File: src/hdl/scl_consts.svh
`ifndef SCL_CONSTS_SVH
`define SCL_CONSTS_SVH
`define SCL_OFF_RX_WORD 8'h00
`define SCL_OFF_TX_WORD 8'h04
`define SCL_OFF_AUX_WORD 8'h08
`define SCL_OFF_STATUS 8'h0C
`define SCL_OFF_IRQ_STAT 8'h10
`define SCL_OFF_IRQ_CLR 8'h14
`define SCL_OFF_IRQ_EN 8'h18
`define SCL_RX_WORD_RST 22'h000040
`define SCL_TX_WORD_RST 22'h000040
`define SCL_AUX_WORD_RST 22'h000000
`define SCL_DIV_MIN 17'h00040
`define SCL_DIV_LSB 0
`define SCL_DIV_MSB 16
`define SCL_BAND_BIT 17
`define SCL_OSC_CUR_LSB 18
`define SCL_PD_POL_BIT 20
`define SCL_GAIN_SRC_BIT 21
`define SCL_UNLOCK_TH_LSB 17
`define SCL_LOCK_TH_LSB 19
`define SCL_MOD_SRC_BIT 21
`define SCL_INT_GAIN_BIT 12
`define SCL_INT_MOD_BIT 19
`define SCL_IRQ_LOCK_RISE 0
`define SCL_IRQ_LOCK_FALL 1
`define SCL_IRQ_DIV_BAD 2
`define SCL_CLK_FREQ_KHZ 125000
`define SCL_REF_FREQ_KHZ 12500
`define SCL_REF_DIV (`SCL_CLK_FREQ_KHZ / `SCL_REF_FREQ_KHZ)
`define SCL_UNLOCK_TH0 5'h02
`define SCL_UNLOCK_TH1 5'h04
`define SCL_UNLOCK_TH2 5'h08
`define SCL_UNLOCK_TH3 5'h10
`define SCL_LOCK_TH0 9'h004
`define SCL_LOCK_TH1 9'h010
`define SCL_LOCK_TH2 9'h040
`define SCL_LOCK_TH3 9'h100
`endif

File: src/hdl/scl_pkg.sv
package scl_pkg;
  `include "scl_consts.svh"

  typedef enum logic [1:0] {
    SCL_ST_UNLOCKED = 2'b01,
    SCL_ST_LOCKED = 2'b10
  } scl_lock_state_t;

  typedef struct packed {
    scl_lock_state_t state;
    logic [4:0] ucnt;
    logic [8:0] lcnt;
    logic rise;
    logic fall;
  } scl_det_t;

  typedef struct packed {
    logic [21:0] rx_word;
    logic [21:0] tx_word;
    logic [21:0] aux_word;
    logic [2:0] irq_stat;
    logic [2:0] irq_en;
    logic [31:0] rdata;
    logic [2:0] gain_s;
    logic [2:0] mod_s;
    logic [2:0] up_s;
    logic [2:0] dn_s;
    logic gain_f;
    logic mod_f;
    logic up_f;
    logic dn_f;
    logic [3:0] ref_cnt;
    logic ref_tick;
    logic [16:0] div_out;
    logic band;
    logic [1:0] osc_cur;
    logic pd_pol;
    logic amp_gain;
    logic mod_sel;
    logic lock;
    logic irq;
  } scl_core_t;

  function automatic logic [4:0] scl_unlock_limit(input logic [1:0] c);
    case (c)
      2'h0: return `SCL_UNLOCK_TH0;
      2'h1: return `SCL_UNLOCK_TH1;
      2'h2: return `SCL_UNLOCK_TH2;
      default: return `SCL_UNLOCK_TH3;
    endcase
  endfunction : scl_unlock_limit

  function automatic logic [8:0] scl_lock_limit(input logic [1:0] c);
    case (c)
      2'h0: return `SCL_LOCK_TH0;
      2'h1: return `SCL_LOCK_TH1;
      2'h2: return `SCL_LOCK_TH2;
      default: return `SCL_LOCK_TH3;
    endcase
  endfunction : scl_lock_limit
endpackage : scl_pkg

File: src/hdl/scl_lock_if.sv
`timescale 1ns/1ns
interface scl_lock_if;
  logic ref_tick;
  logic pd_err;
  logic [1:0] unlock_code;
  logic [1:0] lock_code;
  logic locked;
  logic lock_rise;
  logic lock_fall;
  modport core (
    output ref_tick, pd_err, unlock_code, lock_code,
    input locked, lock_rise, lock_fall
  );
  modport det (
    input ref_tick, pd_err, unlock_code, lock_code,
    output locked, lock_rise, lock_fall
  );
endinterface : scl_lock_if

File: src/hdl/scl_lock_detect.sv
`timescale 1ns/1ns
module scl_lock_detect
  import scl_pkg::*;
(
  input wire logic i_clk,
  input wire logic i_rst_n,
  scl_lock_if.det lk
);
  scl_det_t st_reg;
  scl_det_t st_next;

  always_comb begin
    st_next = st_reg;
    st_next.rise = 1'b0;
    st_next.fall = 1'b0;
    if (lk.ref_tick) begin
      if (lk.pd_err) begin
        st_next.lcnt = 9'h000;
        if (st_reg.ucnt != 5'h1F) begin
          st_next.ucnt = st_reg.ucnt + 5'h01;
        end
        if (st_next.ucnt >= scl_unlock_limit(lk.unlock_code)) begin
          if (st_reg.state == SCL_ST_LOCKED) begin
            st_next.fall = 1'b1;
          end
          st_next.state = SCL_ST_UNLOCKED;
        end
      end else begin
        st_next.ucnt = 5'h00;
        case (st_reg.state)
          SCL_ST_UNLOCKED: begin
            st_next.lcnt = st_reg.lcnt + 9'h001;
            if (st_next.lcnt >= scl_lock_limit(lk.lock_code)) begin
              st_next.state = SCL_ST_LOCKED;
              st_next.rise = 1'b1;
              st_next.lcnt = 9'h000;
            end
          end
          SCL_ST_LOCKED: begin
            st_next.lcnt = 9'h000;
          end
          default: begin
            st_next.state = SCL_ST_UNLOCKED;
            st_next.lcnt = 9'h000;
          end
        endcase
      end
    end
  end

  always_ff @(posedge i_clk or negedge i_rst_n) begin
    if (!i_rst_n) begin
      st_reg <= '{state: SCL_ST_UNLOCKED, ucnt: 5'h00, lcnt: 9'h000,
                  rise: 1'b0, fall: 1'b0};
    end else begin
      st_reg <= st_next;
    end
  end

  assign lk.locked = (st_reg.state == SCL_ST_LOCKED);
  assign lk.lock_rise = st_reg.rise;
  assign lk.lock_fall = st_reg.fall;
endmodule : scl_lock_detect

File: src/hdl/scl_synth_cfg.sv
// What this block does
// - The receive word's low 17 bits are the receive feedback divider, 64 to 131071.
// - The transmit word's low 17 bits are the transmit feedback divider, 64 to 131071.
// - Receive word bit 17 selects the band, below or above 500 MHz.
// - Receive word bits 19:18 pick one of four rising oscillator currents.
// - Receive word bit 20 sets phase detector polarity, 0 negative by default.
// - With receive word bit 21 at 0 the amplifier gain follows the gain pin.
// - With receive word bit 21 at 1 the gain follows auxiliary bit 12.
// - Transmit bits 18:17 set 2, 4, 8 or 16 error reference ticks (one every 10th clock) before unlock.
// - Transmit bits 20:19 set 4, 16, 64 or 256 clean reference ticks (one every 10th clock) before lock.
// - With transmit word bit 21 at 1 modulation follows auxiliary bit 19.
`timescale 1ns/1ns
`include "scl_consts.svh"
module scl_synth_cfg
  import scl_pkg::*;
(
  input wire logic i_clk,
  input wire logic i_rst_n,
  input wire logic [7:0] i_addr,
  input wire logic [31:0] i_wdata,
  input wire logic i_wr,
  input wire logic i_rd,
  output logic [31:0] o_rdata,
  input wire logic i_tx_mode,
  input wire logic i_ext_amp_gain_pin,
  input wire logic i_ext_mod_sel_pin,
  input wire logic i_pd_up,
  input wire logic i_pd_down,
  output logic [16:0] o_feedback_divider,
  output logic o_band_select,
  output logic [1:0] o_osc_current,
  output logic o_pd_polarity,
  output logic o_amp_gain,
  output logic o_modulation_sel,
  output logic o_lock,
  output logic o_irq
);
  localparam logic [3:0] REF_LAST = 4'(`SCL_REF_DIV - 1);

  scl_core_t st_reg;
  scl_core_t st_next;
  scl_lock_if lk ();

  // A pin level is taken only once the last two stages agree.
  function automatic logic sync_filt(input logic [2:0] s,
                                     input logic cur);
    return (s[1] == s[2]) ? s[2] : cur;
  endfunction : sync_filt

  function automatic logic div_bad(input logic [31:0] d);
    return d[`SCL_DIV_MSB:`SCL_DIV_LSB] < `SCL_DIV_MIN;
  endfunction : div_bad

  scl_lock_detect u_det (
    .i_clk(i_clk),
    .i_rst_n(i_rst_n),
    .lk(lk)
  );

  assign lk.ref_tick = st_reg.ref_tick;
  assign lk.pd_err = st_reg.up_f | st_reg.dn_f;
  assign lk.unlock_code = st_reg.tx_word[`SCL_UNLOCK_TH_LSB +: 2];
  assign lk.lock_code = st_reg.tx_word[`SCL_LOCK_TH_LSB +: 2];

  always_comb begin
    logic [2:0] ev;
    ev = 3'h0;
    st_next = st_reg;
    st_next.rdata = 32'h0000_0000;

    st_next.gain_s = {st_reg.gain_s[1:0], i_ext_amp_gain_pin};
    st_next.mod_s = {st_reg.mod_s[1:0], i_ext_mod_sel_pin};
    st_next.up_s = {st_reg.up_s[1:0], i_pd_up};
    st_next.dn_s = {st_reg.dn_s[1:0], i_pd_down};
    st_next.gain_f = sync_filt(st_reg.gain_s, st_reg.gain_f);
    st_next.mod_f = sync_filt(st_reg.mod_s, st_reg.mod_f);
    st_next.up_f = sync_filt(st_reg.up_s, st_reg.up_f);
    st_next.dn_f = sync_filt(st_reg.dn_s, st_reg.dn_f);

    st_next.ref_tick = (st_reg.ref_cnt == REF_LAST);
    st_next.ref_cnt = st_next.ref_tick ? 4'h0 : st_reg.ref_cnt + 4'h1;

    if (i_wr) begin
      case (i_addr)
        `SCL_OFF_RX_WORD: begin
          st_next.rx_word = i_wdata[21:0];
          ev[`SCL_IRQ_DIV_BAD] = div_bad(i_wdata);
        end
        `SCL_OFF_TX_WORD: begin
          st_next.tx_word = i_wdata[21:0];
          ev[`SCL_IRQ_DIV_BAD] = div_bad(i_wdata);
        end
        `SCL_OFF_AUX_WORD: st_next.aux_word = i_wdata[21:0];
        `SCL_OFF_IRQ_EN: st_next.irq_en = i_wdata[2:0];
        default: ;
      endcase
    end

    if (i_rd) begin
      case (i_addr)
        `SCL_OFF_RX_WORD: st_next.rdata = {10'h000, st_reg.rx_word};
        `SCL_OFF_TX_WORD: st_next.rdata = {10'h000, st_reg.tx_word};
        `SCL_OFF_AUX_WORD: st_next.rdata = {10'h000, st_reg.aux_word};
        `SCL_OFF_STATUS: st_next.rdata = {28'h0000000, i_tx_mode,
            st_reg.mod_sel, st_reg.amp_gain, st_reg.lock};
        `SCL_OFF_IRQ_STAT: st_next.rdata = {29'h0, st_reg.irq_stat};
        `SCL_OFF_IRQ_EN: st_next.rdata = {29'h0, st_reg.irq_en};
        default: st_next.rdata = 32'h0000_0000;
      endcase
    end

    ev[`SCL_IRQ_LOCK_RISE] = lk.lock_rise;
    ev[`SCL_IRQ_LOCK_FALL] = lk.lock_fall;
    // A new event beats a clear landing in the same cycle.
    if (i_wr && (i_addr == `SCL_OFF_IRQ_CLR)) begin
      st_next.irq_stat = st_reg.irq_stat & ~i_wdata[2:0];
    end
    st_next.irq_stat = st_next.irq_stat | ev;
    st_next.irq = |(st_next.irq_stat & st_next.irq_en);

    st_next.div_out = i_tx_mode
        ? st_reg.tx_word[`SCL_DIV_MSB:`SCL_DIV_LSB]
        : st_reg.rx_word[`SCL_DIV_MSB:`SCL_DIV_LSB];
    st_next.band = st_reg.rx_word[`SCL_BAND_BIT];
    st_next.osc_cur = st_reg.rx_word[`SCL_OSC_CUR_LSB +: 2];
    st_next.pd_pol = st_reg.rx_word[`SCL_PD_POL_BIT];
    st_next.amp_gain = st_reg.rx_word[`SCL_GAIN_SRC_BIT]
        ? st_reg.aux_word[`SCL_INT_GAIN_BIT] : st_reg.gain_f;
    st_next.mod_sel = st_reg.tx_word[`SCL_MOD_SRC_BIT]
        ? st_reg.aux_word[`SCL_INT_MOD_BIT] : st_reg.mod_f;
    st_next.lock = lk.locked;
  end

  always_ff @(posedge i_clk or negedge i_rst_n) begin
    if (!i_rst_n) begin
      st_reg <= '0;
      st_reg.rx_word <= `SCL_RX_WORD_RST;
      st_reg.tx_word <= `SCL_TX_WORD_RST;
      st_reg.aux_word <= `SCL_AUX_WORD_RST;
      st_reg.div_out <= `SCL_DIV_MIN;
    end else begin
      st_reg <= st_next;
    end
  end

  assign o_rdata = st_reg.rdata;
  assign o_feedback_divider = st_reg.div_out;
  assign o_band_select = st_reg.band;
  assign o_osc_current = st_reg.osc_cur;
  assign o_pd_polarity = st_reg.pd_pol;
  assign o_amp_gain = st_reg.amp_gain;
  assign o_modulation_sel = st_reg.mod_sel;
  assign o_lock = st_reg.lock;
  assign o_irq = st_reg.irq;
endmodule : scl_synth_cfg

File: config.mk
export PLATFORM = sky130hd
export DESIGN_NAME = scl_synth_cfg
export DESIGN_NICKNAME = d
export VERILOG_FILES = /design/src/hdl/scl_pkg.sv /design/src/hdl/scl_lock_if.sv /design/src/hdl/scl_lock_detect.sv /design/src/hdl/scl_synth_cfg.sv
export VERILOG_INCLUDE_DIRS = /design/src /design/src/hdl
export SDC_FILE = /design/constraint.sdc
export NUM_CORES = 1
export LEC_CHECK = 0
export ABC_AREA = 1
export BUFFER_PORTS_ARGS = -buffer_cell sky130_fd_sc_hd__buf_2
export CAP_MARGIN = 20
export CORE_ASPECT_RATIO = 1.4
export CORE_MARGIN = 10
export CORE_UTILIZATION = 50
export DETAILED_ROUTE_END_ITERATION = 7
export GPL_ROUTABILITY_DRIVEN = 0
export GPL_TIMING_DRIVEN = 0
export PLACE_DENSITY = 0.77
export SLEW_MARGIN = 20
export SYNTH_ARGS = -nofsm -noshare
export SYNTH_HDL_FRONTEND = slang
export SYNTH_HIERARCHICAL = 1
export SYNTH_SLANG_ARGS = --single-unit
File: constraint.sdc
create_clock -name i_clk -period 2.39 [get_ports i_clk]
set_input_delay 0.239 -clock i_clk [delete_from_list [all_inputs] [get_ports i_clk]]
set_output_delay 0.239 -clock i_clk [all_outputs]
set_load 0.05 [all_outputs]
Word level (Yosys, flattened, before mapping)
Cells that the tools add are included.
{"block": "word_totals", "reg_bits": 168, "inputBits": 49, "out_inout_bits": 57, "elab_cells": 104}
{"block": "op_classes", "add_sub_neg": 3, "order_cmp": 3, "eq_ne": 21, "n_mux": 33, "bitwise": 5, "n_reduce_logical": 10}
{"op": "22-bit one-hot mux with 6 select lines", "n": 1}
{"op": "9-bit 2-to-1 mux", "n": 4}
{"op": "9-bit one-hot mux with 3 select lines", "n": 1}
{"op": "5-bit 2-to-1 mux", "n": 5}
{"op": "8-bit by 5-bit == test with 1-bit output, second input constant", "n": 3}
{"op": "22-bit 2-to-1 mux", "n": 1}
{"op": "17-bit by 7-bit < comparator with 1-bit output, second input constant", "n": 1}
{"op": "17-bit 2-to-1 mux", "n": 1}
{"op": "8-bit by 4-bit == test with 1-bit output, second input constant", "n": 2}
{"op": "16-bit 2-to-1 mux", "n": 1}
{"op": "5-bit one-hot mux with 3 select lines", "n": 1}
{"op": "10-bit 2-to-1 mux", "n": 1}
{"op": "9-bit by 1-bit adder with 9-bit output, second input constant", "n": 1}
{"op": "9-bit >= comparator", "n": 1}
{"op": "1-bit 2-to-1 mux", "n": 9}
{"op": "3-bit 2-to-1 mux", "n": 3}
{"op": "8-bit by 3-bit == test with 1-bit output, second input constant", "n": 1}
{"op": "8-bit logical NOT", "n": 1}
{"op": "3-bit AND", "n": 2}
{"op": "2-bit by 1-bit == test with 1-bit output, second input constant", "n": 3}
{"op": "2-bit == test, second input constant", "n": 3}
{"op": "2-bit 2-to-1 mux", "n": 3}
{"op": "2-bit AND reduction", "n": 3}
{"op": "5-bit by 1-bit adder with 5-bit output, second input constant", "n": 1}
{"op": "other kinds (18)", "n": 22}

Depth between registers and ports, before layout
{"block": "logic_depth", "ltp_word": 10, "mapped_depth": 17, "ltp_nobuf": 17}

Modules after synthesis
The synthesis kept the hierarchy.
{"module": "scl_synth_cfg", "instances": 1, "cells_each": 642, "area_per_inst_um2": 6004.5, "seq_area_each_um2": 3507.1}
{"module": "scl_lock_detect", "instances": 1, "cells_each": 190, "area_per_inst_um2": 1342.5, "seq_area_each_um2": 451.7}

Least setup slack after synthesis
OpenSTA, ideal clock, no wires.
{"block": "synth_timing", "path_type": "register -> register", "start": "register u_det/st_reg[3] in the netlist's numbering", "end": "register u_det/st_reg[5] in the netlist's numbering", "setup_time_ps": 132, "arrival_ps": 1931, "required_ps": 2258, "setup_slack_ps": 327, "path_stages_with_launch": 16, "path_buffers": 1, "synth_period_minus_slack_ps": 2063, "cell_sequence": "dfrtp_1 ha_1 nand2_1 nor2_1 nand4_1 xor2_1 inv_1 ha_1 nand2_1 inv_1 nand3_1 nor2_1 nand2_1 nand4_2 buf_6 o22ai_1"}
{"block": "synth_between", "elab_chain_len": 5}
{"item": "start: declaration", "line_no": "scl_lock_detect.sv:9", "rtl": "scl_det_t st_reg;"}
{"item": "start signal: assignment", "line_no": "scl_lock_detect.sv:53", "rtl": "st_reg <= '{state: SCL_ST_UNLOCKED, ucnt: 5'h00, lcnt: 9'h000,"}
{"item": "start signal: assignment", "line_no": "scl_lock_detect.sv:56", "rtl": "st_reg <= st_next;"}
{"item": "9-bit by 1-bit adder with 9-bit output *", "line_no": "scl_lock_detect.sv:32", "rtl": "st_next.lcnt = st_reg.lcnt + 9'h001;"}
{"item": "9-bit >= comparator", "line_no": "scl_lock_detect.sv:33", "rtl": "if (st_next.lcnt >= scl_lock_limit(lk.lock_code)) begin"}
{"item": "10-bit 2-to-1 mux *", "line_no": "scl_lock_detect.sv:33"}
{"item": "9-bit 2-to-1 mux *", "line_no": "scl_lock_detect.sv:30", "rtl": "case (st_reg.state)"}
{"item": "16-bit 2-to-1 mux *", "line_no": "scl_lock_detect.sv:17", "rtl": "if (lk.pd_err) begin"}
Every way passes the cells marked *; elsewhere a longest branch is shown, timed or not.
A chain may end at the register's enable or synchronous reset.

Worst setup path after layout
{"block": "layout_timing", "start": "register u_det/st_reg[11] in the netlist's numbering", "end": "register u_det/st_reg[16] in the netlist's numbering"}
{"block": "layout_between", "elab_chain_len": 7, "elab_cells_between_ends": 8, "cone_classes": "add/sub (1); order compare (1); eq/ne (2); mux (3); reduce/logical (1)"}
{"item": "5-bit by 1-bit adder with 5-bit output / 5-bit inequality test (equally long branches)", "line_no": "scl_lock_detect.sv:20, scl_lock_detect.sv:19"}
{"item": "5-bit 2-to-1 mux *", "line_no": "scl_lock_detect.sv:19", "rtl": "if (st_reg.ucnt != 5'h1F) begin"}
{"item": "5-bit 2-to-1 mux *", "line_no": "scl_lock_detect.sv:17"}
{"item": "5-bit 2-to-1 mux *", "line_no": "scl_lock_detect.sv:16", "rtl": "if (lk.ref_tick) begin"}
{"item": "5-bit >= comparator *", "line_no": "scl_lock_detect.sv:22", "rtl": "if (st_next.ucnt >= scl_unlock_limit(lk.unlock_code)) begin"}
{"item": "2-bit by 1-bit inequality test with 1-bit output (no line) *"}
{"item": "4-bit AND reduction (no line) *"}
Every way passes the cells marked *; elsewhere a longest branch is shown, timed or not. The select of a mux whose other input is x is not followed.

==> summary.txt <==
Outcome
  – Status: completed

Hold path
  – Hold crit path type: input pin to flop

Setup path
  – CP Class: flop to flop
  – Crit-path max cell delay: 0.40 ns
  – Startpoint types: flop
  – Worst path slowest cell: dfrtp_1
  – Critical Path Fanout Max: 4
  – CP arrival: 2.70 ns
  – Crit-path cells: ha_2, nand3_2, nor2_4, inv_2, nand2_2, nor2_4, inv_2, ha_4, nand2_4, nor3b_2, nand3_1, nand3_1, nand2_1, nor2_2, nand2_1, nand2_1, nand2_1
  – CP required: 2.74 ns
  – CP most frequent cell: nand2_1
  – Critical Path End Type: flop

Layout
  – Fillers: 1262
  – Non-filler instance count after layout: 1155
  – Final net count: around 1000
  – Diode count: 0
  – Max reg flops: between 70 and 80
  – Layout cells sized above 1: 0.2702
  – Area Growth Syn to Fin: 19.93%

Logic synthesis
  – Top FF cell, synth: dfrtp_1
  – Most area-consuming cells after synthesis: dfrtp_1 52%, nand2_1 11%, buf_4 5.3%
  – Synth cell types: 42
  – EDFF count, synth: 0
  – Cell taking the most area after synthesis: dfrtp_1
  – Ys async rst share: 1.000
  – Syn_area_per_cell: 8.831 um2
  – Seq/Total Area, Yosys: 0.5388
  – Synthesized area: 7347 um2
  – Cells after synthesis: 832
  – Yosys warns: 6
  – Yosys reg bits: roughly 160
  – Commonest cells post-synth: 224 x nand2_1, 154 x dfrtp_1, 104 x inv_1
  – Synth top area share: 0.5245
  – Most numerous cell in the Yosys netlist: nand2_1

Pwr
  – Worst VDD drop: ~0.44 mV
  – Pwr Density: roughly 710 nW/um2
  – Pleak: between 4 and 5 nW
  – Final Power: 0.006244 W

GRT
  – Vias in the first global route: 5598
  – Grt ovf: 0
  – First-pass GRT wire length: 26850 um
  – Pin count of the biggest net entering global routing: between 80 and 90
  – Initial antenna violation count: 0
  – Gr usage total: 0.1690

Placed design
  – Placed Cells: 1113
  – Dpl hpwl: 11750 um
  – PortBufs: 82

Detailed routing
  – DR pass1 iterations: 5
  – Vias per cell: 4.944
  – WL met2: 9139 um
  – Detail Route Antenna Nets: 0
  – WL met1: 6226 um
  – WL final: 16630 um
  – Starting DRT DRC Count: 429
  – Vias: 5710
  – Routed WL per cell: about 14 um
  – WL met3: 976 um
  – Residual DRC: 0
  – Top sig layer: met4

Die
  – Row Count: 52
  – Die Ht: 163.4 um
  – Die span in x: 122.5 um
  – Core Region: 14440 um2
  – Die ar.: approximately 20000 um2
  – Num ports: 106
  – Initial Util: 0.5087

Clock tree
  – Clk buf depth: 2
  – CTS Buf Count: 17
  – CTS root buffer: clkbuf_16
  – CTS tree: yes
  – CTS sink cnt: 158
  – Clk slew on worst S/H paths: 0.06 ns
  – Insertion delay to the later sink of the worst-skew pair: 0.42 ns
  – H-Tree Depth: 4

STA
  – Final Slew Violations: 0
  – Setup Viol. Count Final: 0
  – Layout Skew: 0.009271 ns
  – Fmax: 426.3 MHz
  – Final period utilization: 0.9814
  – Slew @ Worst Pin: 0.5915 ns
  – Slew headroom: 0.6056
  – Worst hold slack: 0.1181 ns
  – Final Hold Fails: 0
  – Min Tclk post-route: 2.346 ns
  – Unrepaired setup endpoints after global routing: yes

Flow run
  – Max-cap violations: 0
## path summary, 6_finish.rpt
kind                                         startpoint                           end  slack [ns]  depth (start not counted)
min                                          i_wdata[5]        st_reg[89]$_DFFE_PN0P_        0.12                          3
max                        u_det/st_reg[11]$_DFFE_PN0P_  u_det/st_reg[16]$_DFFE_PN1P_        0.04                         17
max reg2reg                u_det/st_reg[11]$_DFFE_PN0P_  u_det/st_reg[16]$_DFFE_PN1P_        0.04                         17
max in group asynchronous                       i_rst_n  u_det/st_reg[16]$_DFFE_PN1P_        1.21                          3
min in group asynchronous                       i_rst_n          o_rdata[4]$_DFF_PN0_        0.40                          2
min reg2reg                       st_next[41]$_DFF_PN0_         st_next[42]$_DFF_PN0_        0.35                          0
## cells by family (layout without fill, tap and decap cells)
kind of cell	after synthesis	in the layout	synth area share
multiplexers	2	2	0.003065
buffers and inverters	190	315	0.1301
other	1	10	0.0005104
adder cells (fa/ha/maj)	15	15	0.02418
flip-flops	158	158	0.5388
AO/OA/AOI/OAI	132	132	0.1022
XOR/XNOR	4	4	0.004769
AND/OR/NAND/NOR	330	330	0.1964
## where the power goes
| part | total [W] | internal, W | switching (W) | leakage, nW |
|---|---|---|---|---|
| clock network | 0.00268 | 0.00160 | 0.00108 | 0.288 |
| registers | 0.00289 | 0.00281 | 0.0000837 | 2.11 |
| logic | 0.000671 | 0.000232 | 0.000439 | 2.27 |
| total | 0.00624 | 0.00464 | 0.00160 | 4.67 |
## cells in the final DEF, fill, tap and decap left out, types with 3 or more instances in the layout
master,n
o21ai_0,32
o21ai_2,5
clkbuf_1,6
xor2_1,3
o21ai_1,67
clkinv_2,3
nand3_2,3
conb_1,10
o211ai_2,5
inv_2,11
buf_2,98
o211ai_1,8
nand2_4,3
clkbuf_16,17
dlygate4sd3_1,5
or2_2,3
nand4_1,4
clkinv_4,3
nand2_2,17
nor2_1,28
inv_1,101
maj3_1,4
nand2_1,221
buf_4,57
ha_1,8
nand3_1,35
a21oi_1,7
nor2_4,7
dfstp_2,4
o22ai_1,5
dfrtp_1,154
## per-layer routing
| metal | track usage | up-vias |
|---|---|---|
| met5 | 0 | - |
| met4 | 0.05961 | 0 |
| met3 | 0.04147 | 28 |
| met2 | 0.3116 | 161 |
| met1 | 0.1815 | 2721 |
| li1 | - | 2800 |
## final cells by class
cell class,instances,area (um2),area share
repair buffers,93,535.5,0.06078
well taps,189,236.5,0.02684
flip-flops and latches,158,3959,0.4493
inverters,112,420.4,0.04771
clock buffers,20,456.7,0.05183
plain buffers,78,535.5,0.06078
multi-input cells,493,2531,0.2873
clock inverters,12,136.4,0.01548
## metrics by stage
step                cell area, um2  utilization  setup slack [ns]   TNS, ns
floorplan                     7381            -            0.3273         0
global placement              8028       0.5558            -1.171   -180.38
detailed placement            8065       0.5584          -0.01149  -0.01149
CTS                           8713       0.6033           0.02979         0
global route                  8811       0.6100          -0.06167  -0.06388
finish                        8811       0.6100           0.04436         0
## critical path, delay by kind of cell, from the launching register on
family | cells | cell delay [ns]
AND/OR/NAND/NOR | 13 | 1.25
adder cells (fa/ha/maj) | 2 | 0.47
flip-flops | 1 | 0.40
buffers and inverters | 2 | 0.13
## what timing repair did
action                                  4_1_cts  5_1_grt
hold endpoints to repair                     83        0
gates cloned                                  0        0
pin swaps                                     0       13
resized for setup                             1       17
endpoints found under the setup margin        2       12
hold buffers                                  5        0
setup buffers                                 0        5
Power figures use the tool's default switching activity.
